$ cat src/bsd_defines.svh
// Purpose: Offsets, field positions, reset values and counts of the boot-strap decoder
// Assumes: Included by bare name from the decoder design files
// Notes:   Definitions only
`ifndef BSD_DEFINES_SVH
`define BSD_DEFINES_SVH

// ==========================================================
// APB register map (byte addresses)
`define BSD_ADDR_W          12
`define BSD_OFF_STRAP       12'h000
`define BSD_OFF_STATUS      12'h004
`define BSD_OFF_CTRL        12'h008
`define BSD_OFF_RESULT      12'h00C

// ==========================================================
// Strap pin fields
`define BSD_STRAP_W         16
`define BSD_FREQ_HI         15
`define BSD_FREQ_LO         14
`define BSD_RSV_HI          13
`define BSD_RSV_LO          12
`define BSD_AUX_BIT         5
`define BSD_ORDER_HI        4
`define BSD_ORDER_LO        0
`define BSD_ORDER_DEFAULT   5'h1C
`define BSD_ORDER_BUTTON    5'h18
`define BSD_RSV_OK          2'h0

// ==========================================================
// Frequency codes
`define BSD_FREQ_19M2       2'h0
`define BSD_FREQ_24M        2'h1
`define BSD_FREQ_25M        2'h2
`define BSD_FREQ_26M        2'h3

// ==========================================================
// Status register fields
`define BSD_ST_FREQ_LO      0
`define BSD_ST_AUX_BIT      2
`define BSD_ST_RSV_BIT      3
`define BSD_ST_OVALID_BIT   4
`define BSD_ST_DONE_BIT     5
`define BSD_ST_FAIL_BIT     6
`define BSD_ST_IDX_LO       8
`define BSD_ST_STATE_LO     12
`define BSD_ST_SRC_LO       16

// ==========================================================
// Control register fields and reset values
`define BSD_CTRL_RESTART_BIT 0
`define BSD_CTRL_TMO_LO     16
`define BSD_CTRL_TMO_HI     31
`define BSD_TMO_RESET       16'h0400
`define BSD_LAST_IDX        2'h3

`endif

$ cat src/bsd_pkg.sv
// Purpose: Types shared by the boot-strap decoder files
// Assumes: Used with package scope, never imported
// Notes:   Offsets and counts live in bsd_defines.svh
package bsd_pkg;

    // ==========================================================
    // Boot sources
    typedef enum logic [2:0] {
        SRC_EMB_CARD = 3'b000,
        SRC_REM_CARD = 3'b001,
        SRC_SERIAL0  = 3'b010,
        SRC_USB_PORT_ZERO     = 3'b011,
        SRC_SPI_PORT_ZERO     = 3'b100
    } bsd_src_e;

    // ==========================================================
    // Sequencer states
    typedef enum logic [2:0] {
        ST_CAPTURE = 3'b000,
        ST_LAUNCH  = 3'b001,
        ST_TRY     = 3'b010,
        ST_DONE    = 3'b011,
        ST_FAIL    = 3'b100
    } bsd_state_e;

    // ==========================================================
    // Decoded strap word
    typedef struct packed {
        logic [1:0] freq;
        logic       rsv_bad;
        logic       aux_en;
        logic [4:0] order;
        logic       order_ok;
    } bsd_dec_s;

    // ==========================================================
    // Answer from the boot media
    typedef struct packed {
        logic done;
        logic ok;
    } bsd_media_s;

endpackage : bsd_pkg

$ cat src/bsd_top.sv
// Purpose: Boot-strap decoder: strap capture, clock options, boot source sequencing, APB registers
// Assumes: APB requests synchronous to pclk; media answers with one-cycle done pulse
// Notes:   Zero-wait APB slave; straps are never resampled after the first capture
// Notes on behaviour
// - Strap bits 15:14 give the reference frequency: 00 19.2, 01 24, 10 25, 11 26 MHz.
// - Strap bits 11:6 have no effect on the boot behaviour.
// - Strap bit 5 disables the auxiliary clock output at 0 and enables it at 1.
// - Order code 11100 tries embedded card, removable card, serial zero, then USB zero.
// - Order code 11000 tries SPI zero, removable card, USB zero, then serial zero.
// - A source with no bootable image makes the sequencer move on to the next one.
// - The straps are sampled once after each reset release and the order comes from that sample.
`timescale 1ns/1ns
`default_nettype none
`include "bsd_defines.svh"

module bsd_top (
    input  wire logic                     pclk,
    input  wire logic                     presetn,
    input  wire logic                     psel,
    input  wire logic                     penable,
    input  wire logic                     pwrite,
    input  wire logic [`BSD_ADDR_W-1:0]   paddr,
    input  wire logic [31:0]              pwdata,
    output var  logic [31:0]              prdata,
    output var  logic                     pready,
    output var  logic                     pslverr,
    input  wire logic [`BSD_STRAP_W-1:0]  boot_strap_pins,
    input  wire logic                     media_done,
    input  wire logic                     media_ok,
    output var  logic [1:0]               ref_freq_code,
    output var  logic                     aux_clock_output_en,
    output var  logic [2:0]               boot_src_sel,
    output var  logic                     boot_try,
    output var  logic                     boot_done,
    output var  logic                     boot_fail
);

    // ==========================================================
    // Strap capture and decode
    logic [`BSD_STRAP_W-1:0] strap_q;
    logic                    strap_valid;
    bsd_pkg::bsd_dec_s       dec;
    bsd_pkg::bsd_media_s     media;

    bsd_strap_latch u_latch (
        .pclk            (pclk),
        .presetn         (presetn),
        .boot_strap_pins (boot_strap_pins),
        .strap_q         (strap_q),
        .strap_valid     (strap_valid),
        .dec             (dec)
    );

    assign media.done = media_done;
    assign media.ok   = media_ok;

    // ==========================================================
    // Register state
    logic [15:0] tmo_r;
    logic [15:0] tmo_nxt;
    logic        restart_r;
    logic        restart_nxt;
    logic        pready_r;
    logic        pready_nxt;
    logic        pslverr_r;
    logic        pslverr_nxt;
    logic [31:0] prdata_r;
    logic [31:0] prdata_nxt;

    // ==========================================================
    // Sequencer state
    bsd_pkg::bsd_state_e state_r;
    bsd_pkg::bsd_state_e state_nxt;
    logic [1:0]          idx_r;
    logic [1:0]          idx_nxt;
    logic [2:0]          sel_r;
    logic [2:0]          sel_nxt;
    logic                try_r;
    logic                try_nxt;
    logic [2:0]          win_r;
    logic [2:0]          win_nxt;
    logic [1:0]          freq_r;
    logic [1:0]          freq_nxt;
    logic                aux_r;
    logic                aux_nxt;
    logic                tmr_load;
    logic                tmr_exp;
    logic                done_r;
    logic                fail_r;

    bsd_try_timer u_timer (
        .pclk    (pclk),
        .presetn (presetn),
        .load    (tmr_load),
        .run     (state_r == bsd_pkg::ST_TRY),
        .limit   (tmo_r),
        .expired (tmr_exp)
    );

    // ==========================================================
    // Source at a given place of the selected order
    function automatic logic [2:0] src_at(input logic [4:0] order, input logic [1:0] idx);
        bsd_pkg::bsd_src_e s;
        s = bsd_pkg::SRC_EMB_CARD;
        if (order == `BSD_ORDER_BUTTON) begin
            case (idx)
                2'h0:    s = bsd_pkg::SRC_SPI_PORT_ZERO;
                2'h1:    s = bsd_pkg::SRC_REM_CARD;
                2'h2:    s = bsd_pkg::SRC_USB_PORT_ZERO;
                default: s = bsd_pkg::SRC_SERIAL0;
            endcase
        end else begin
            case (idx)
                2'h0:    s = bsd_pkg::SRC_EMB_CARD;
                2'h1:    s = bsd_pkg::SRC_REM_CARD;
                2'h2:    s = bsd_pkg::SRC_SERIAL0;
                default: s = bsd_pkg::SRC_USB_PORT_ZERO;
            endcase
        end
        return s;
    endfunction : src_at

    // ==========================================================
    // APB decode, zero wait states
    // Answer prepared in the setup cycle so pready comes from a flop
    logic setup;
    logic access;
    logic mapped;
    logic [31:0] status_word;

    assign setup  = psel && !penable;
    assign access = psel && penable && pready_r;
    assign mapped = (paddr == `BSD_OFF_STRAP) || (paddr == `BSD_OFF_STATUS) ||
                    (paddr == `BSD_OFF_CTRL) || (paddr == `BSD_OFF_RESULT);

    always_comb begin
        status_word = 32'h0000_0000;
        status_word[`BSD_ST_FREQ_LO +: 2]  = freq_r;
        status_word[`BSD_ST_AUX_BIT]       = aux_r;
        status_word[`BSD_ST_RSV_BIT]       = dec.rsv_bad;
        status_word[`BSD_ST_OVALID_BIT]    = dec.order_ok;
        status_word[`BSD_ST_DONE_BIT]      = state_r == bsd_pkg::ST_DONE;
        status_word[`BSD_ST_FAIL_BIT]      = state_r == bsd_pkg::ST_FAIL;
        status_word[`BSD_ST_IDX_LO +: 2]   = idx_r;
        status_word[`BSD_ST_STATE_LO +: 3] = state_r;
        status_word[`BSD_ST_SRC_LO +: 3]   = sel_r;
    end

    always_comb begin
        pready_nxt  = setup;
        pslverr_nxt = setup && !mapped;
        prdata_nxt  = prdata_r;
        tmo_nxt     = tmo_r;
        restart_nxt = 1'b0;
        if (setup) begin
            case (paddr)
                `BSD_OFF_STRAP:  prdata_nxt = {16'h0000, strap_q};
                `BSD_OFF_STATUS: prdata_nxt = status_word;
                `BSD_OFF_CTRL:   prdata_nxt = {tmo_r, 16'h0000};
                `BSD_OFF_RESULT: prdata_nxt = {29'h0000_0000, win_r};
                default:         prdata_nxt = 32'h0000_0000;
            endcase
        end
        // Write takes effect only at the completing edge
        if (access && pwrite && (paddr == `BSD_OFF_CTRL)) begin
            tmo_nxt     = pwdata[`BSD_CTRL_TMO_HI:`BSD_CTRL_TMO_LO];
            restart_nxt = pwdata[`BSD_CTRL_RESTART_BIT];
        end
    end

    always_ff @(posedge pclk or negedge presetn) begin
        if (!presetn) begin
            pready_r  <= 1'b0;
            pslverr_r <= 1'b0;
            prdata_r  <= 32'h0000_0000;
            tmo_r     <= `BSD_TMO_RESET;
            restart_r <= 1'b0;
        end else begin
            pready_r  <= pready_nxt;
            pslverr_r <= pslverr_nxt;
            prdata_r  <= prdata_nxt;
            tmo_r     <= tmo_nxt;
            restart_r <= restart_nxt;
        end
    end

    // ==========================================================
    // Boot sequencer
    // A restart walks the order again from the same captured straps
    always_comb begin
        state_nxt = state_r;
        idx_nxt   = idx_r;
        sel_nxt   = sel_r;
        try_nxt   = try_r;
        win_nxt   = win_r;
        freq_nxt  = freq_r;
        aux_nxt   = aux_r;
        tmr_load  = 1'b0;
        case (state_r)
            bsd_pkg::ST_CAPTURE: begin
                if (strap_valid) begin
                    freq_nxt = dec.freq;
                    aux_nxt  = dec.aux_en;
                    idx_nxt  = 2'h0;
                    // Only the two documented codes carry an order
                    state_nxt = dec.order_ok ? bsd_pkg::ST_LAUNCH : bsd_pkg::ST_FAIL;
                end
            end
            bsd_pkg::ST_LAUNCH: begin
                sel_nxt   = src_at(dec.order, idx_r);
                try_nxt   = 1'b1;
                tmr_load  = 1'b1;
                state_nxt = bsd_pkg::ST_TRY;
            end
            bsd_pkg::ST_TRY: begin
                if (media.done && media.ok) begin
                    try_nxt   = 1'b0;
                    win_nxt   = sel_r;
                    state_nxt = bsd_pkg::ST_DONE;
                end else if (media.done || tmr_exp) begin
                    // No image or no answer: fall to the next source
                    try_nxt = 1'b0;
                    if (idx_r == `BSD_LAST_IDX) begin
                        state_nxt = bsd_pkg::ST_FAIL;
                    end else begin
                        idx_nxt   = idx_r + 2'h1;
                        state_nxt = bsd_pkg::ST_LAUNCH;
                    end
                end
            end
            bsd_pkg::ST_DONE, bsd_pkg::ST_FAIL: begin
                if (restart_r) begin
                    idx_nxt   = 2'h0;
                    state_nxt = dec.order_ok ? bsd_pkg::ST_LAUNCH : bsd_pkg::ST_FAIL;
                end
            end
            default: begin
                try_nxt   = 1'b0;
                state_nxt = bsd_pkg::ST_CAPTURE;
            end
        endcase
    end

    always_ff @(posedge pclk or negedge presetn) begin
        if (!presetn) begin
            state_r <= bsd_pkg::ST_CAPTURE;
            idx_r   <= 2'h0;
            sel_r   <= 3'h0;
            try_r   <= 1'b0;
            win_r   <= 3'h0;
            freq_r  <= 2'h0;
            aux_r   <= 1'b0;
            done_r  <= 1'b0;
            fail_r  <= 1'b0;
        end else begin
            state_r <= state_nxt;
            idx_r   <= idx_nxt;
            sel_r   <= sel_nxt;
            try_r   <= try_nxt;
            win_r   <= win_nxt;
            freq_r  <= freq_nxt;
            aux_r   <= aux_nxt;
            // Taken from the next state so the flags rise together with it
            done_r  <= state_nxt == bsd_pkg::ST_DONE;
            fail_r  <= state_nxt == bsd_pkg::ST_FAIL;
        end
    end

    // ==========================================================
    // Outputs, each straight from a flop
    assign prdata              = prdata_r;
    assign pready              = pready_r;
    assign pslverr             = pslverr_r;
    assign ref_freq_code       = freq_r;
    assign aux_clock_output_en = aux_r;
    assign boot_src_sel        = sel_r;
    assign boot_try            = try_r;
    assign boot_done           = done_r;
    assign boot_fail           = fail_r;

endmodule : bsd_top
`default_nettype wire

$ cat src/bsd_strap_latch.sv
// Purpose: Captures the strap pins once after reset release and decodes them
// Assumes: Strap pins stable at the first edge after presetn rises
// Notes:   The capture never repeats until the next reset
`timescale 1ns/1ns
`default_nettype none
`include "bsd_defines.svh"

module bsd_strap_latch (
    input  wire logic                     pclk,
    input  wire logic                     presetn,
    input  wire logic [`BSD_STRAP_W-1:0]  boot_strap_pins,
    output var  logic [`BSD_STRAP_W-1:0]  strap_q,
    output var  logic                     strap_valid,
    output var  bsd_pkg::bsd_dec_s        dec
);

    logic [`BSD_STRAP_W-1:0] strap_r;
    logic [`BSD_STRAP_W-1:0] strap_nxt;
    logic                    valid_r;
    logic                    valid_nxt;

    // ==========================================================
    // Capture
    // Pins taken by a clocked process, never by the async reset
    always_comb begin
        strap_nxt = strap_r;
        valid_nxt = valid_r;
        if (!valid_r) begin
            strap_nxt = boot_strap_pins;
            valid_nxt = 1'b1;
        end
    end

    always_ff @(posedge pclk or negedge presetn) begin
        if (!presetn) begin
            strap_r <= 16'h0000;
            valid_r <= 1'b0;
        end else begin
            strap_r <= strap_nxt;
            valid_r <= valid_nxt;
        end
    end

    // ==========================================================
    // Decode; bits 11:6 take no part in it
    always_comb begin
        dec.freq     = strap_r[`BSD_FREQ_HI:`BSD_FREQ_LO];
        dec.rsv_bad  = strap_r[`BSD_RSV_HI:`BSD_RSV_LO] != `BSD_RSV_OK;
        dec.aux_en   = strap_r[`BSD_AUX_BIT];
        dec.order    = strap_r[`BSD_ORDER_HI:`BSD_ORDER_LO];
        dec.order_ok = (dec.order == `BSD_ORDER_DEFAULT) || (dec.order == `BSD_ORDER_BUTTON);
    end

    assign strap_q     = strap_r;
    assign strap_valid = valid_r;

endmodule : bsd_strap_latch
`default_nettype wire

$ cat src/bsd_try_timer.sv
// Purpose: Per-attempt watchdog of the boot sequencer
// Assumes: load and run never high together
// Notes:   A limit of zero raises expired in the second running cycle
`timescale 1ns/1ns
`default_nettype none

module bsd_try_timer (
    input  wire logic        pclk,
    input  wire logic        presetn,
    input  wire logic        load,
    input  wire logic        run,
    input  wire logic [15:0] limit,
    output var  logic        expired
);

    logic [15:0] cnt_r;
    logic [15:0] cnt_nxt;
    logic        exp_r;
    logic        exp_nxt;

    // ==========================================================
    // Down counter; expiry is a one-cycle pulse
    always_comb begin
        cnt_nxt = cnt_r;
        exp_nxt = 1'b0;
        if (load) begin
            cnt_nxt = limit;
        end else if (run && !exp_r) begin
            if (cnt_r == 16'h0000) begin
                exp_nxt = 1'b1;
            end else begin
                cnt_nxt = cnt_r - 16'h0001;
            end
        end
    end

    always_ff @(posedge pclk or negedge presetn) begin
        if (!presetn) begin
            cnt_r <= 16'h0000;
            exp_r <= 1'b0;
        end else begin
            cnt_r <= cnt_nxt;
            exp_r <= exp_nxt;
        end
    end

    assign expired = exp_r;

endmodule : bsd_try_timer
`default_nettype wire

$ cat config.mk
export PLATFORM = sky130hd
export DESIGN_NAME = bsd_top
export DESIGN_NICKNAME = d
export VERILOG_FILES = /design/src/bsd_pkg.sv /design/src/bsd_top.sv /design/src/bsd_strap_latch.sv /design/src/bsd_try_timer.sv
export VERILOG_INCLUDE_DIRS = /design/src
export SDC_FILE = /design/constraint.sdc
export NUM_CORES = 1
export LEC_CHECK = 0
export BUFFER_PORTS_ARGS = -buffer_cell sky130_fd_sc_hd__buf_2
export CAP_MARGIN = 20
export CORE_ASPECT_RATIO = 2
export CORE_UTILIZATION = 48
export DETAILED_ROUTE_END_ITERATION = 7
export HOLD_SLACK_MARGIN = 0.02
export PLACE_DENSITY = 0.76
export REMOVE_ABC_BUFFERS = 1
export SETUP_SLACK_MARGIN = 0.2
export SLEW_MARGIN = 20
export SYNTH_ARGS = -nofsm -noshare
export SYNTH_HDL_FRONTEND = slang
export SYNTH_SLANG_ARGS = --single-unit
$ cat constraint.sdc
create_clock -name pclk -period 1.7 [get_ports pclk]
set_input_delay 0.34 -clock pclk [delete_from_list [all_inputs] [get_ports pclk]]
set_output_delay 0.34 -clock pclk [all_outputs]
set_load 0.01 [all_outputs]
==> run summary <==
largest net degree at the start of global routing -> 49
# setup viols final -> 17
critical path type -> flop to flop
Min Hold Slack -> 0.2106 ns
sw frac -> 26.91%
IO Pins -> 110
Die Width -> 71.30 um
reg2reg path depth -> 5
Post-synth ARST share -> 100.0%
cells after synthesis -> 413
crit path capture type -> flop
Fin. Hold Viols -> 0
final wirelength -> 13.57 mm
post-synthesis sequential area ratio -> 55.39%
DP Worst Slack -> -0.3585 ns
initial cell density of the core -> 49.46%
Sequential Power Share -> 46.5%
leak pwr -> 3.228 nW
footprint of the multi-input gates -> 2318 sq um
Fillers -> 620
sum of negative setup slack -> -2.466 ns
sw power -> 1.533 mW
Clk pwr share -> 36.2%
first-pass GRT wire length -> 19.80 mm
RSZ-0062 raised after global routing -> true
wire length per cell -> 19.73 um
area of the die -> 10030 sq um
CTS Buf Count -> 9
failing checks -> DRC, setup timing
post-synth top area cell -> dfrtp_1
Worst Setup Start Kind -> flop
FF/Latch Area -> 2555 sq um
MaxCap Viol Count -> 0
Synth cell types -> 48
worst reg-to-reg setup slack -> -0.28 ns
R2R Path End -> u_timer.cnt_r[9]
area of the mapped netlist -> 4611 sq um
PortBufs -> 94
initial antenna violation count -> 0
top cells by count, synth -> dfrtp_1, nand2_1, mux2_2, nor2_1, o21ai_0
placed cell count -> 646
status -> finished, violations left
Worst Path Required -> 1.92 ns
routed vias -> 4006
Hold Path Class -> primary input to flop
Top FF cell, synth -> dfrtp_1
most frequent cell after synthesis -> dfrtp_1
Arr. time, crit path -> 2.20 ns
Setup crit end -> u_timer.cnt_r[9]
critical path peak fanout -> 4
yosys warns -> 0
number of global-route vias before repair -> 4020
Setup Skew -> 0.009507 ns
CTS tree -> built
drt pass-1 iters -> 8
worst setup margin -> -0.2772 ns
Antenna Cells -> 0
CTS Buffer Depth -> 2
top cells by area, synth -> dfrtp_1, mux2_2, nand2_1, mux2i_1, o21ai_0
share of layout cells above drive strength 1 -> 49.32%
DP Wirelength -> 8.561 mm
Synth Register Bits -> 102
Worst-Skew Late Latency -> 0.35 ns
P&R area growth vs syn -> 42.61%
Internal Pwr Total -> 4.162 mW
H-tree depth -> 3
FF-to-FF Start -> state_r[0]
initial DRC count -> 259
combinational fraction of design power -> 17.3%
Reg clk slew, reported paths -> 0.07 ns
count of flip-flops with a built-in enable after synthesis -> 0
fin crit share -> 116.3%
routability cong. -> 0.9266
IR drop worst, VDD -> 0.6341 mV
CP Launch Point -> state_r[0]
clk sink count -> 102
grt ovf -> 0
final worst path period need -> 1.977 ns
share of the synthesized area in the top cell type -> 54.82%
Syn Area/Cell -> 11.16 sq um
Total GRT Usage -> 26.17%
# DRC -> 6
power per cell area -> 866.0 nW/um^2
final non-filler cell total -> 688
Fmax -> 505.8 MHz
Site Rows -> 50
Core ar. -> 9321 sq um
max-slew violations -> 0
total power -> 5.694 mW
DIE HEIGHT -> 140.6 um
vias per inst -> 5.823
post-route ant nets -> 0
root buffer cell -> clkbuf_16
nets -> 653
## placed cells by master (no fill, tap or decap), types with 4 or more instances in the layout
cell type	count
nor2_4	4
buf_12	4
a22o_1	13
mux2i_1	11
o21ai_0	5
buf_6	21
inv_1	7
o21ai_1	16
nand3_1	5
a22oi_1	4
nand4_1	6
xor2_1	4
o21ai_2	6
dfrtp_1	100
nor3_1	4
ha_1	6
clkbuf_16	10
nand3_2	5
a21oi_1	6
nor2_1	21
a31oi_1	6
nand2b_1	4
mux2_4	7
buf_4	55
buf_2	92
nor2b_1	5
nor3_4	6
mux2_2	32
xnor2_1	5
nor4_4	5
o31ai_1	7
nand2_1	46
## how the worst min path moves through the flow
stage | start | to | slack, ns | cells after the start
2_1_floorplan | presetn | aux_clock_output_en | 0.04 | 0
3_3_place_gp | presetn | prdata[30] | 0.24 | 1
3_5_place_dp | presetn | prdata[30] | 0.24 | 1
4_1_cts | boot_strap_pins[13] | u_latch.strap_q[13] | 0.21 | 2
5_1_grt | boot_strap_pins[3] | u_latch.strap_q[3] | 0.21 | 2
6_report | boot_strap_pins[13] | u_latch.strap_q[13] | 0.21 | 2
## power groups by stage
stage / Clock, mW / Sequential [mW] / Combinational, mW
2_1_floorplan: 0 / 2.72 / 0.294
3_3_place_gp: 0 / 2.68 / 0.703
3_5_place_dp: 0 / 2.69 / 0.721
4_1_cts: 2.09 / 2.64 / 0.892
5_1_grt: 2.19 / 2.66 / 1.06
6_report: 2.06 / 2.65 / 0.985
## critical path, cell delays in order (launching register included)
cell and delay [ns]:
dfrtp_1 0.41, nor4b_4 0.40, nand4_1 0.27, or4_4 0.57, nand3_2 0.10, o211ai_1 0.10
## kinds of logic after synthesis
family          Yosys count  share of synthesized area (%)
simple gates            141                          15.93
mux                      51                          12.13
fa+ha+maj                 7                          1.900
flops                   102                          55.39
xor+xnor                 10                          1.900
other cells               1                        0.08133
buf+inv                  29                          2.497
compound gates           72                          10.18
## per-stage QoR
| step | util (%) | cell area [sq um] |
|---|---|---|
| floorplan | - | 4526 |
| global placement | 60.12 | 5604 |
| detailed placement | 60.12 | 5604 |
| CTS | 67.52 | 6294 |
| global route | 70.54 | 6575 |
| finish | 70.54 | 6575 |
## final cells by class
type                       instances  share of cell area, %
clock buffer                      11                  3.844
clock inverter                     5                 0.7421
inverter                           8                 0.4567
multi-input combinational        283                  35.26
sequential                       102                  38.86
tap                              104                  1.979
timing repair buffer             175                  18.86
## state kept, by name, indices dropped and copies added, names as in the netlist, 2 cells and up
| name | flops |
|---|---|
| u_timer.cnt_r | 16 |
| u_latch.strap_q | 16 |
| tmo_r | 16 |
| state_r | 3 |
| idx_r | 2 |
| win_r | 3 |
| boot_src_sel | 3 |
| ref_freq_code | 2 |
| prdata | 32 |
## routing by layer
metal | routed length (um) | GRT usage, %
met1 | 4632 | 27.49
met3 | 610 | 5.218
met2 | 7468 | 47.37
met4 | 860 | 14.84
met5 | 0 | 0
## timing repair
| item | 4_1_cts | 5_1_grt |
|---|---|---|
| gates cloned | 1 | 3 |
| gates resized for setup | 65 | 60 |
| pin swaps | 33 | 28 |
| hold buffers | 1 | 0 |
| buffers inserted | 14 | 7 |
| hold endpoints to repair | 19 | 0 |
| setup endpoints to repair | 70 | 71 |
No activity file was read; power rests on OpenSTA's default activity.
